`src/rtl/scs_consts.svh`:
```
`ifndef SCS_CONSTS_SVH
`define SCS_CONSTS_SVH

`define SCS_ADDR_W      9
`define SCS_DATA_W      16
`define SCS_CNT_W       5
`define SCS_DIR_IDX     5'h09
`define SCS_LAST_IDX    5'h19
`define SCS_TX_LAST     5'h10
`define SCS_SYNC_W      3
`define SCS_SYNC_RST    3'h2
`define SCS_SCK_BIT     0
`define SCS_SSN_BIT     1
`define SCS_MOSI_BIT    2
`define SCS_DIR_WRITE   1'h1

`endif

```
`src/rtl/scs_pkg.sv`:
```
`include "scs_consts.svh"

package scs_pkg;

  typedef enum logic [4:0] {
    SCS_IDLE  = 5'h01,
    SCS_ADDR  = 5'h02,
    SCS_WDATA = 5'h04,
    SCS_RDATA = 5'h08,
    SCS_DONE  = 5'h10
  } scs_state_e;

  typedef logic [`SCS_ADDR_W-1:0] scs_addr_t;
  typedef logic [`SCS_DATA_W-1:0] scs_data_t;

endpackage

```
`src/rtl/scs_spi_slave.sv`:
```
`timescale 1ns/1ps
`include "scs_consts.svh"

module scs_spi_slave #(
  parameter int ADDR_W = `SCS_ADDR_W,
  parameter int DATA_W = `SCS_DATA_W
) (
  input  wire logic              ref_clk_i,
  input  wire logic              rstn_i,
  input  wire logic              sck_i,
  input  wire logic              ss_n_i,
  input  wire logic              mosi_i,
  output logic                   miso_o,
  output logic                   miso_oe_o,
  output scs_pkg::scs_addr_t     reg_addr_o,
  output scs_pkg::scs_data_t     reg_wdata_o,
  output logic                   reg_we_o,
  output logic                   reg_re_o,
  input  wire scs_pkg::scs_data_t reg_rdata_i,
  output logic                   busy_o
);

  import scs_pkg::*;

  ////////////////////////////////////////////////////////////////////////
  // pin synchronisation

  logic [`SCS_SYNC_W-1:0] pin_raw;
  logic [`SCS_SYNC_W-1:0] pin_lvl;
  logic [`SCS_SYNC_W-1:0] pin_rise;
  logic [`SCS_SYNC_W-1:0] pin_fall;
  logic                   sck_rise;
  logic                   sck_fall;
  logic                   ss_high;
  logic                   mosi_bit;

  assign pin_raw[`SCS_SCK_BIT]  = sck_i;
  assign pin_raw[`SCS_SSN_BIT]  = ss_n_i;
  assign pin_raw[`SCS_MOSI_BIT] = mosi_i;

  scs_sync #(
    .WIDTH   (`SCS_SYNC_W),
    .RST_VAL (`SCS_SYNC_RST)
  ) u_sync (
    .ref_clk_i (ref_clk_i),
    .rstn_i    (rstn_i),
    .async_i   (pin_raw),
    .level_o   (pin_lvl),
    .rise_o    (pin_rise),
    .fall_o    (pin_fall)
  );

  assign sck_rise = pin_rise[`SCS_SCK_BIT];
  assign sck_fall = pin_fall[`SCS_SCK_BIT];
  assign ss_high  = pin_lvl[`SCS_SSN_BIT];
  assign mosi_bit = pin_lvl[`SCS_MOSI_BIT];

  ////////////////////////////////////////////////////////////////////////
  // frame state

  scs_state_e                state;
  logic [`SCS_CNT_W-1:0]     bit_cnt;
  logic [`SCS_CNT_W-1:0]     tx_cnt;
  logic [ADDR_W-1:0]         addr_sr;
  logic [DATA_W-1:0]         data_sr;
  logic [DATA_W-1:0]         tx_sr;
  logic                      dir_seen;
  logic                      last_seen;

  function automatic logic [DATA_W-1:0] shift_in(
    input logic [DATA_W-1:0] val,
    input logic              bit_in
  );
    shift_in = {val[DATA_W-2:0], bit_in};
  endfunction

  assign dir_seen  = sck_rise && (bit_cnt == `SCS_DIR_IDX);
  assign last_seen = sck_rise && (bit_cnt == `SCS_LAST_IDX);

  always_ff @(posedge ref_clk_i or negedge rstn_i) begin
    if (!rstn_i) begin
      state <= SCS_IDLE;
    end else if (ss_high) begin
      state <= SCS_IDLE;
    end else begin
      unique case (state)
        SCS_IDLE: begin
          state <= SCS_ADDR;
        end
        SCS_ADDR: begin
          if (dir_seen) begin
            if (mosi_bit == `SCS_DIR_WRITE) begin
              state <= SCS_WDATA;
            end else begin
              state <= SCS_RDATA;
            end
          end
        end
        SCS_WDATA: begin
          if (last_seen) begin
            state <= SCS_DONE;
          end
        end
        SCS_RDATA: begin
          if (sck_fall && (tx_cnt == `SCS_TX_LAST)) begin
            state <= SCS_DONE;
          end
        end
        SCS_DONE: begin
          state <= SCS_DONE;
        end
      endcase
    end
  end

  assign busy_o = (state != SCS_IDLE);

  ////////////////////////////////////////////////////////////////////////
  // rising-edge bit counter and capture

  always_ff @(posedge ref_clk_i or negedge rstn_i) begin
    if (!rstn_i) begin
      bit_cnt <= '0;
    end else if (ss_high || state == SCS_IDLE) begin
      bit_cnt <= '0;
    end else if (sck_rise && state != SCS_DONE) begin
      bit_cnt <= bit_cnt + `SCS_CNT_W'(1);
    end
  end

  always_ff @(posedge ref_clk_i or negedge rstn_i) begin
    if (!rstn_i) begin
      addr_sr <= '0;
    end else if (sck_rise && state == SCS_ADDR && !dir_seen) begin
      addr_sr <= {addr_sr[ADDR_W-2:0], mosi_bit};
    end
  end

  always_ff @(posedge ref_clk_i or negedge rstn_i) begin
    if (!rstn_i) begin
      data_sr <= '0;
    end else if (sck_rise && state == SCS_WDATA) begin
      data_sr <= shift_in(data_sr, mosi_bit);
    end
  end

  ////////////////////////////////////////////////////////////////////////
  // register bank side

  always_ff @(posedge ref_clk_i or negedge rstn_i) begin
    if (!rstn_i) begin
      reg_addr_o <= '0;
    end else if (dir_seen && state == SCS_ADDR) begin
      reg_addr_o <= addr_sr;
    end
  end

  always_ff @(posedge ref_clk_i or negedge rstn_i) begin
    if (!rstn_i) begin
      reg_we_o    <= 1'h0;
      reg_wdata_o <= '0;
    end else if (last_seen && state == SCS_WDATA && !ss_high) begin
      reg_we_o    <= 1'h1;
      reg_wdata_o <= shift_in(data_sr, mosi_bit);
    end else begin
      reg_we_o    <= 1'h0;
    end
  end

  always_ff @(posedge ref_clk_i or negedge rstn_i) begin
    if (!rstn_i) begin
      reg_re_o <= 1'h0;
    end else begin
      reg_re_o <= dir_seen && state == SCS_ADDR && !ss_high &&
                  (mosi_bit != `SCS_DIR_WRITE);
    end
  end

  ////////////////////////////////////////////////////////////////////////
  // read data return on falling edges

  always_ff @(posedge ref_clk_i or negedge rstn_i) begin
    if (!rstn_i) begin
      tx_sr <= '0;
    end else if (reg_re_o) begin
      tx_sr <= reg_rdata_i;
    end else if (sck_fall && state == SCS_RDATA &&
                 tx_cnt != '0 && tx_cnt != `SCS_TX_LAST) begin
      tx_sr <= {tx_sr[DATA_W-2:0], 1'h0};
    end
  end

  always_ff @(posedge ref_clk_i or negedge rstn_i) begin
    if (!rstn_i) begin
      tx_cnt <= '0;
    end else if (state != SCS_RDATA) begin
      tx_cnt <= '0;
    end else if (sck_fall && tx_cnt != `SCS_TX_LAST) begin
      tx_cnt <= tx_cnt + `SCS_CNT_W'(1);
    end
  end

  always_ff @(posedge ref_clk_i or negedge rstn_i) begin
    if (!rstn_i) begin
      miso_oe_o <= 1'h0;
    end else if (ss_high || state != SCS_RDATA) begin
      miso_oe_o <= 1'h0;
    end else if (sck_fall) begin
      miso_oe_o <= (tx_cnt != `SCS_TX_LAST);
    end
  end

  assign miso_o = tx_sr[DATA_W-1];

endmodule

```
`src/rtl/scs_sync.sv`:
```
`timescale 1ns/1ps
`include "scs_consts.svh"

module scs_sync #(
  parameter int          WIDTH   = `SCS_SYNC_W,
  parameter logic [WIDTH-1:0] RST_VAL = '0
) (
  input  wire logic             ref_clk_i,
  input  wire logic             rstn_i,
  input  wire logic [WIDTH-1:0] async_i,
  output logic      [WIDTH-1:0] level_o,
  output logic      [WIDTH-1:0] rise_o,
  output logic      [WIDTH-1:0] fall_o
);

  logic [WIDTH-1:0] stage1;
  logic [WIDTH-1:0] stage2;
  logic [WIDTH-1:0] stage3;
  logic [WIDTH-1:0] agree;

  ////////////////////////////////////////////////////////////////////////
  // three-flop chain, first flop feeds only the second
  always_ff @(posedge ref_clk_i or negedge rstn_i) begin
    if (!rstn_i) begin
      stage1 <= RST_VAL;
      stage2 <= RST_VAL;
      stage3 <= RST_VAL;
    end else begin
      stage1 <= async_i;
      stage2 <= stage1;
      stage3 <= stage2;
    end
  end

  ////////////////////////////////////////////////////////////////////////
  // level accepted once stages two and three agree
  assign agree = ~(stage2 ^ stage3);

  always_ff @(posedge ref_clk_i or negedge rstn_i) begin
    if (!rstn_i) begin
      level_o <= RST_VAL;
    end else begin
      level_o <= (agree & stage3) | (~agree & level_o);
    end
  end

  assign rise_o = agree & stage3 & ~level_o;
  assign fall_o = agree & ~stage3 & level_o;

endmodule

```
`config.mk`:
```
export PLATFORM = sky130hd
export DESIGN_NAME = scs_spi_slave
export DESIGN_NICKNAME = d
export VERILOG_FILES = /design/src/rtl/scs_pkg.sv /design/src/rtl/scs_spi_slave.sv /design/src/rtl/scs_sync.sv
export VERILOG_INCLUDE_DIRS = /design/src /design/src/rtl
export SDC_FILE = /design/constraint.sdc
export NUM_CORES = 1
export LEC_CHECK = 0
export BUFFER_PORTS_ARGS = -buffer_cell sky130_fd_sc_hd__buf_2
export CORE_UTILIZATION = 30
export DETAILED_ROUTE_END_ITERATION = 7
export PLACE_DENSITY = 0.5
export SYNTH_ARGS = -nofsm -noshare
export SYNTH_HDL_FRONTEND = slang
export SYNTH_SLANG_ARGS = --single-unit
export TNS_END_PERCENT = 5
```
`constraint.sdc`:
```
create_clock -name ref_clk_i -period 2.4 [get_ports ref_clk_i]
set_input_delay 0 -clock ref_clk_i [delete_from_list [all_inputs] [get_ports ref_clk_i]]
set_output_delay 0 -clock ref_clk_i [all_outputs]
set_load 0.005 [all_outputs]
```
==> Word-level counts from Yosys, hierarchy flattened <==
Index checks and enable logic that the tools add are counted.
{ "word_totals": {"regBits": 95, "input_bits": 21, "out_inout_bits": 30, "elab_cells": 85} }
{ "classes": {"addsub": 2, "eq_ne": 15, "muxes": 15, "n_bitwise": 12, "n_reduce_logical": 26} }
{ "op_table": {"columns": ["operator", "n"], "rows": [
  ["two-way mux 5 bit", 8],
  ["two-way mux 16 bit", 2],
  ["one-hot mux 5 bit (5 select lines)", 1],
  ["logical AND 1 bit", 16],
  ["equality test 5 bit, second input constant", 3],
  ["adder 5 x 1 -> 5 bit, second input constant", 2],
  ["equality test 5 x 4 -> 1 bit, second input constant", 2],
  ["!= test 5 bit, second input constant", 2],
  ["!= test 3 x 2 -> 1 bit, second input constant", 3],
  ["nonzero test 2 bit", 4],
  ["bitwise AND 3 bit", 2],
  ["inverter 3 bit", 2],
  ["equality test 5 x 1 -> 1 bit, second input constant", 1],
  ["equality test 5 x 2 -> 1 bit, second input constant", 1],
  ["equality test 5 x 3 -> 1 bit, second input constant", 1],
  ["!= test 5 x 1 -> 1 bit, second input constant", 1],
  ["!= test 5 x 4 -> 1 bit, second input constant", 1],
  ["nonzero test 5 bit", 1],
  ["two-way mux 4 bit", 1],
  ["bitwise AND 1 bit", 3],
  ["two-way mux 1 bit", 3],
  ["inverter 1 bit", 3],
  ["OR 3 bit", 1],
  ["AND reduction 3 bit", 1],
  ["3 further kinds", 5]
]} }

==> Logic depth before layout (Yosys ltp) <==
Gate-level depths: netlist (run 1).
{ "logic_depth": {"ltp_word": 9, "ltp_mapped": 8, "depth_no_buf": 6} }

==> Cells and area by module <==
A second synthesis (run 1) with hierarchy kept.
{ "hier_totals": {"cells_unflattened": 283, "area_unflattened_um2": 4060.1} }
{ "modules_own_cells": {"columns": ["module", "n_inst", "cells_each", "area_per_inst_um2", "seq_area_each_um2"], "rows": [
  ["scs_spi_slave", 1, 250, 3574.7, 2078.2],
  ["scs_sync", 1, 33, 485.5, 305.3]
]} }

==> Worst setup path after synthesis (run 1) <==
Ideal clock, no wire load.
{ "synth_timing": {"path_type": "reg-to-reg", "start": "reg tx_cnt[0]", "end": "reg tx_sr[10]", "setup_ns": 0.125, "arrival_time_ns": 1.962, "required_ns": 2.275, "setup_slack_ns": 0.313, "path_stages_with_launch": 8, "path_buffers": 1, "period_less_slack_ns": 2.087, "path_cell_list": "dfrtp_1 -> inv_1 -> ha_1 -> nor3b_1 -> nand4b_2 -> buf_2 -> mux2_2 -> mux2_2"} }
{ "synth_between": {"elab_chain_len": 4, "elab_cells_between_ends": 5, "cone_classes": "1 x eq/ne; 4 x reduce/logical"} }
{ "synth_rtl": {"columns": ["element", "line_no", "source"], "rows": [
  ["start: declaration", "scs_spi_slave.sv:63", "logic [`SCS_CNT_W-1:0] tx_cnt;"],
  ["start signal: assignment", "scs_spi_slave.sv:199", "tx_cnt <= tx_cnt + `SCS_CNT_W'(1);"],
  ["nonzero test 5 bit", "scs_spi_slave.sv:188", "tx_cnt != '0 && tx_cnt != `SCS_TX_LAST) begin"],
  ["logical AND 1 bit", "scs_spi_slave.sv:187", "end else if (sck_fall && state == SCS_RDATA &&"],
  ["logical AND 1 bit (no source line) *", null, null],
  ["nonzero test 2 bit (no source line) *", null, null],
  ["end signal: assignment", "scs_spi_slave.sv:186", "tx_sr <= reg_rdata_i;"],
  ["end signal: assignment", "scs_spi_slave.sv:189", "tx_sr <= {tx_sr[DATA_W-2:0], 1'h0};"],
  ["end: declaration", "scs_spi_slave.sv:66", "logic [DATA_W-1:0] tx_sr;"]
]} }
Mark *: on every way between the ends. The rest lies on a longest branch, timed or not.
A chain may end at the register's enable or synchronous reset.

==> Final worst setup path (run 1) <==
{ "layout_timing": {"start": "reg tx_cnt[0]", "end": "reg tx_sr[15]"} }
Same word-level chain as after synthesis.

==> out/metrics.cfg, run 1 <==
[floorplan]
dieArea_um2 = 13800
floorplan.initialDensity = 0.312
num_io_pins = 51
die_x_um = 117
num_rows = 41
core-area_um2 = 12800
dieHeight_um = 117

[synthesis]
ys.flop_type = sky130_fd_sc_hd__dfrtp_1
synth_xor_xnor_area_share = 0.0197
synth_compound_gate_area_share = 0.0316
synth_cell_type_count = 44
synthTopCellsByArea = sky130_fd_sc_hd__dfrtp_1 (56%), sky130_fd_sc_hd__mux2_2 (19%), sky130_fd_sc_hd__mux2_4 (3.8%)
yosys.area_share.simple = 0.0711
yosys-mux-area-fraction = 0.235
main_combinational_cell_family_by_area_after_synthesis = multiplexers
synth.yosys.seq_area_share = 0.597
post_synth_instance_area_um2 = 4000
yosysTopAreaCell = sky130_fd_sc_hd__dfrtp_1
post_synth_fa_ha_maj_area_fraction = 0.0238
postSynthCellCount = 279
synth_fp_nets = 306
async_reset_ff_frac = 1.00
synth_top_area_share = 0.564
yosys_warnings = 0
synth-seq-cells = 95
number_of_enable_flip_flop_cells_after_synthesis = 0
synth.avg_cell_area_um2 = 14.3

[route]
drt-total-wl_mm = 6.78
ant_nets = 0
drt_drc_violations_left = 0
drt_iter0_drc = 83
routed-via-count = 2373
routed_via_density = 4.47
routed_wire_length_per_instance_um = 12.8
first_pass_detailed_route_iteration_total = 4

[global_route]
first_pass_grt_wire_length_mm = 11.9
pin_count_of_the_biggest_net_entering_global_routing = 62
antenna_found_initial = 0
grt_remaining_overflow = 0
number_of_global_route_vias_before_repair = 2443
global_route.usage.total = 0.108

[min_path]
hold_path.class = in2async

[run_status]
outcome = completed

[timing]
final.period_utilization = 0.907
rsz0062_at_grt = false
worst_slew_margin_rel = 0.536
worst-slew-pin-transition_ps = 695
final-max-slew-violation-count = 0
timing_hold_violations_final = 0
min_period_ps = 2180
achievable-frequency_mhz = 460
setup-violations-final = 0
final.setup.tns_ps = 0
timing.clock.skew_ps = 8.11

[clock_tree]
ctsRootBufferMaster = sky130_fd_sc_hd__clkbuf_16
worst_setup_hold_path_clk_slew_ps = 70
cts_h_tree_depth = 3
cts_tree = done
cts_num_sinks = 95
postCtsResizedCells = 0
maximum_clock_path_buffer_count = 2
clk_latency_worst_skew_pair_ps = 340
number_of_clock_buffers_inserted_by_tritoncts = 9

[placement]
io_buffers = 50
post-dp-hpwl_mm = 4.57
gpl_wtd_cong = 0.753
dpl_cell_area_um2 = 4450

[pwr]
switchingPower_w = 0.000727
p_int_w = 0.00247
power_frac_seq = 0.531
power_leakage_nw = 2.46
worst_ir_drop_vdd_mv = 0.321
clock_power_share = 0.419
power.switching_fraction = 0.227
finalPower_w = 0.00320
powerDensity_nw_per_um2 = 648
share_comb_of_total_power = 0.051

[worst_setup_path]
cp-start-kind = flop
reg2reg_setup_slack_ps = 220
cp_max_fo = 16
critical_path.startpoint = tx_cnt[0]$_DFFE_PN0P_
cp.required_ps = 2630
critPathCaptureType = flop
worst_r2r_dst = tx_sr[15]$_DFFE_PN0P_
worst_r2r_path_depth = 6
worst_ep_arrival_time_ps = 2400
crit_type = reg2reg
critical_path.reg2reg.startpoint = tx_cnt[0]$_DFFE_PN0P_

[final_layout]
final_nets = 381
layout.cells.most_common = sky130_fd_sc_hd__dfrtp_1
mostFrequentLayoutCells = sky130_fd_sc_hd__dfrtp_1 (90), sky130_fd_sc_hd__mux2_2 (68), sky130_fd_sc_hd__buf_2 (49)
fillerInstances = 1262
area.growth.synth_to_final_pct = 23.5
post-route-cell-area_um2 = 4930
share_of_final_layout_standard_cells_stronger_than_drive_strength_1 = 0.451
antennaDiodeCount = 0

[flow_run]
max_cap_violations = 0

worst max-delay path, stage by stage (launching register included):
cell	delay [ps]
sky130_fd_sc_hd__dfrtp_1	400
sky130_fd_sc_hd__inv_1	60
sky130_fd_sc_hd__ha_1	180
sky130_fd_sc_hd__nor3b_1	140
sky130_fd_sc_hd__nand4b_2	550
sky130_fd_sc_hd__mux2_1	480
sky130_fd_sc_hd__mux2_2	250
per-stage QoR:
stage / setup slack, ps / hold slack, ps / cells / utilization
3_3_place_gp: 238 / -17.0 / 495 / 0.347
2_1_floorplan: 313 / -296 / 279 / -
4_1_cts: 192 / 157 / 531 / 0.385
6_report: 224 / 150 / 531 / 0.385
5_1_grt: 22.2 / 176 / 531 / 0.385
3_5_place_dp: 206 / -13.2 / 495 / 0.347
layout make-up:
type / count / area, um^2 / share of cell area
flip-flops and latches: 95 / 2380 / 0.483
multi-input cells: 166 / 1520 / 0.308
repair buffers: 75 / 503 / 0.102
clock buffers: 10 / 239 / 0.0484
well taps: 172 / 215 / 0.0436
clock inverters: 6 / 45.0 / 0.00913
inverters: 7 / 26.3 / 0.00533
repair_timing:
action                                 CTS  global route
endpoints found under the hold margin   53             0
hold buffers                            20             0
buffers inserted                         0             0
synth_stat cells (2+ instances only):
cell type                   n
sky130_fd_sc_hd__or3_1      4
sky130_fd_sc_hd__o211ai_1   2
sky130_fd_sc_hd__maj3_1     2
sky130_fd_sc_hd__dfstp_2    5
sky130_fd_sc_hd__inv_1      6
sky130_fd_sc_hd__nand3_1    5
sky130_fd_sc_hd__clkbuf_1   4
sky130_fd_sc_hd__o21ai_0    6
sky130_fd_sc_hd__ha_1       6
sky130_fd_sc_hd__a211oi_1   3
sky130_fd_sc_hd__buf_6      2
sky130_fd_sc_hd__xnor2_1    3
sky130_fd_sc_hd__xor2_1     6
sky130_fd_sc_hd__nand2_1    7
sky130_fd_sc_hd__buf_2      3
sky130_fd_sc_hd__mux2_4    10
sky130_fd_sc_hd__a21oi_1    3
sky130_fd_sc_hd__nand4_1    3
sky130_fd_sc_hd__nor2_1    15
sky130_fd_sc_hd__mux2_2    68
sky130_fd_sc_hd__dfrtp_1   90
sky130_fd_sc_hd__nor3b_2    2
sky130_fd_sc_hd__nand2b_1   3
power by group through the flow:
stage | Combinational (W) | Clock (W) | Sequential [W]
finish | 0.000162 | 0.00134 | 0.00170
global route | 0.000184 | 0.00147 | 0.00170
global placement | 0.000141 | 0 | 0.00173
CTS | 0.000169 | 0.00140 | 0.00170
floorplan | 0.0000805 | 0 | 0.00171
detailed placement | 0.000144 | 0 | 0.00173
how the worst max path moves through the flow:
stage | endpoint | slack [ps] | cells after the start
after global routing | tx_sr[15]$_DFFE_PN0P_ | 20 | 6
after global placement | tx_sr[15]$_DFFE_PN0P_ | 240 | 6
after detailed placement | tx_sr[15]$_DFFE_PN0P_ | 210 | 6
final | tx_sr[15]$_DFFE_PN0P_ | 220 | 6
after floorplan | tx_sr[10]$_DFFE_PN0P_ | 310 | 7
after CTS | tx_sr[15]$_DFFE_PN0P_ | 190 | 6
cell families (layout without fill, tap and decap cells):
group           count (synthesis)  in the layout
xor+xnor                        9              9
fa+ha+maj                       8              8
compound gates                 19             19
flops                          95             95
simple gates                   50             50
mux                            80             80
buf+inv                        18             98
metal layers:
layer,global-route usage,vias to the layer above,share of wire
met3,0.0379,9,0.041
met2,0.178,44,0.47
met4,0.0365,0,0.015
met1,0.132,1186,0.47
met5,0,-,0
li1,-,1134,-
flip-flops by register name, summed over array words and instances (netlist names), named ones only:
register       cells
u_sync.stage3      3
reg_we_o           1
reg_re_o           1
miso_oe_o          1
addr_sr            9
bit_cnt            5
reg_addr_o         9
reg_wdata_o       16
u_sync.stage1      3
state              5
data_sr           15
u_sync.stage2      3
tx_sr             16
tx_cnt             5
No activity file was read; power rests on OpenSTA's default activity.
==> inputs of run 2 (changes only) <==
--- a/config.mk
+++ b/config.mk
@@ -9,6 +9,7 @@
 export BUFFER_PORTS_ARGS = -buffer_cell sky130_fd_sc_hd__buf_2
 export CORE_UTILIZATION = 30
 export DETAILED_ROUTE_END_ITERATION = 7
+export MAX_ROUTING_LAYER = met4
 export PLACE_DENSITY = 0.5
 export SYNTH_ARGS = -nofsm -noshare
 export SYNTH_HDL_FRONTEND = slang
==> out/metrics.cfg, run 2 (synthesis results as in run 1) <==
[timing]
postLayoutSetupSlackWorst_ps = 216  ; -7.89 ps
timing_hold_violations_final = 0  ; unchanged
final.setup.tns_ps = 0  ; unchanged
timing.clock.skew_ps = 8.11  ; -0.00377 ps
worst-slew-pin-transition_ps = 692  ; -3.18 ps
min_period_ps = 2180  ; +7.89 ps
worst_slew_margin_rel = 0.539  ; +0.00212
final.period_utilization = 0.910  ; +0.00329
rsz0062_at_grt = false
setup-violations-final = 0  ; unchanged
achievable-frequency_mhz = 458  ; -0.36%
final-max-slew-violation-count = 0  ; unchanged
timing.hold.ws_ps = 149  ; -0.947 ps

[final_layout]
area.growth.synth_to_final_pct = 23.5  ; unchanged
mostFrequentLayoutCells = sky130_fd_sc_hd__dfrtp_1 (90), sky130_fd_sc_hd__mux2_2 (68), sky130_fd_sc_hd__buf_2 (49)
largest_registers = reg_wdata_o: 16 flops, tx_sr: 16 flops, data_sr: 15 flops
final_nets = 381  ; unchanged
fillerInstances = 1262  ; unchanged
layout.cells.most_common = sky130_fd_sc_hd__dfrtp_1
antennaDiodeCount = 0  ; unchanged
post-route-cell-area_um2 = 4930  ; unchanged
share_of_final_layout_standard_cells_stronger_than_drive_strength_1 = 0.451  ; unchanged
final_core_utilization = 0.385  ; unchanged

[clock_tree]
post-cts-setup-buffer-count = 0  ; unchanged
clk_latency_worst_skew_pair_ps = 340  ; about the same
worst_setup_hold_path_clk_slew_ps = 70  ; about the same
ctsRootBufferMaster = sky130_fd_sc_hd__clkbuf_16
cts_num_sinks = 95  ; unchanged
cts_h_tree_depth = 3  ; unchanged
maximum_clock_path_buffer_count = 2  ; unchanged
cts-hold-fix-buffers = 20  ; unchanged
cts_tree = done
number_of_clock_buffers_inserted_by_tritoncts = 9  ; unchanged
postCtsResizedCells = 0  ; unchanged

[route]
first_pass_detailed_route_iteration_total = 4  ; unchanged
drt-total-wl_mm = 6.79  ; about the same
drt_iter0_drc = 87  ; +4.8%
routed_wire_length_per_instance_um = 12.8  ; about the same
routed-via-count = 2361  ; -0.51%
routed_via_density = 4.45  ; -0.51%
drt_drc_violations_left = 0  ; unchanged
ant_nets = 0  ; unchanged

[pwr]
switchingPower_w = 0.000726  ; -0.20%
share_comb_of_total_power = 0.051  ; about the same
power_frac_seq = 0.531  ; about the same
powerDensity_nw_per_um2 = 648  ; about the same
p_int_w = 0.00247  ; about the same
power.switching_fraction = 0.227  ; -0.000339
worst_ir_drop_vdd_mv = 0.323  ; +0.43%
clock_power_share = 0.419  ; about the same
power_leakage_nw = 2.46  ; unchanged

[global_route]
first_pass_grt_wire_length_mm = 11.9  ; about the same
grt_remaining_overflow = 0  ; unchanged
global_route.usage.total = 0.112  ; +0.00321
number_of_global_route_vias_before_repair = 2445  ; +0.082%
antenna_found_initial = 0  ; unchanged
pin_count_of_the_biggest_net_entering_global_routing = 62  ; unchanged

[worst_setup_path]
cp_max_fo = 16  ; unchanged
critPathCaptureType = flop
critical_path.max_stage_delay_ps = 550  ; about the same
cp-start-kind = flop
cp.required_ps = 2630  ; about the same
critical_path_cell_by_cell = inv_1 -> ha_1 -> nor3b_1 -> nand4b_2 -> mux2_1 -> mux2_2
worst_ep_arrival_time_ps = 2410  ; about the same
crit_type = reg2reg
crit_slowest_cell = sky130_fd_sc_hd__nand4b_2

[placement]
post-dp-hpwl_mm = 4.57  ; unchanged
gpl_wtd_cong = 0.762  ; +1.3%
place_worst_setup_slack_ps = 206  ; unchanged
dpl_cell_area_um2 = 4450  ; unchanged
io_buffers = 50  ; unchanged

[floorplan]
core-area_um2 = 12800  ; unchanged
num_rows = 41  ; unchanged
floorplan.initialDensity = 0.312  ; unchanged
die_x_um = 117  ; unchanged
dieArea_um2 = 13800  ; unchanged
num_io_pins = 51  ; unchanged
dieHeight_um = 117  ; unchanged

[flow_run]
max_cap_violations = 0  ; unchanged

[min_path]
hold_path.class = in2async

[run_status]
outcome = completed

[run 2: cell counts in the layout (fill, tap and decap cells not counted)]
No cell type changed its count.
[run 2: final timing paths]
check,startpoint,slack (ps),to,depth (start not counted)
max,tx_cnt[0]$_DFFE_PN0P_,220,tx_sr[15]$_DFFE_PN0P_,6
min,rstn_i,150,reg_wdata_o[10]$_DFFE_PN0P_,2
max reg2reg,tx_cnt[0]$_DFFE_PN0P_,220,tx_sr[15]$_DFFE_PN0P_,6
min reg2reg,u_sync.stage1[2]$_DFF_PN0_,350,u_sync.stage2[2]$_DFF_PN0_,0
max in group asynchronous,rstn_i,1570,tx_sr[5]$_DFFE_PN0P_,3
min in group ref_clk_i,mosi_i,300,u_sync.stage1[2]$_DFF_PN0_,2
[run 2: worst max-delay path, delay by kind of cell (launching register included)]
| family | cells | cell delay, ps |
|---|---|---|
| adder cells (fa/ha/maj) | 1 | 180 |
| buffers and inverters | 1 | 60 |
| flip-flops | 1 | 400 |
| multiplexers | 2 | 730 |
| AND/OR/NAND/NOR | 2 | 690 |
[run 2: power groups by stage]
stage / Clock [W] / Combinational [W] / Sequential (W)
after floorplan: 0 / 0.0000805 / 0.00171
after global placement: 0 / 0.000141 / 0.00173
after detailed placement: 0 / 0.000144 / 0.00173
after CTS: 0.00140 / 0.000169 / 0.00170
after global routing: 0.00147 / 0.000184 / 0.00170
final: 0.00134 / 0.000162 / 0.00170
[run 2: metrics by stage]
stage,std cells,total power [W]
finish,531,0.00320
detailed placement,495,0.00187
floorplan,279,0.00179
CTS,531,0.00327
global route,531,0.00336
global placement,495,0.00187
[run 2: metal layers]
metal / global-route usage / part of all wire / vias up
li1: - / - / 1134
met1: 0.132 / 0.47 / 1175
met2: 0.178 / 0.47 / 43
met3: 0.0379 / 0.042 / 9
met4: 0.0365 / 0.015 / 0
met5: - / 0 / -
[run 2: final cells by class]
cell class | count | area (um^2) | share of cell area
inverters | 7 | 26.3 | 0.00533
well taps | 172 | 215 | 0.0436
repair buffers | 75 | 503 | 0.102
multi-input cells | 166 | 1520 | 0.308
clock inverters | 6 | 45.0 | 0.00913
flip-flops and latches | 95 | 2380 | 0.483
clock buffers | 10 | 239 | 0.0484
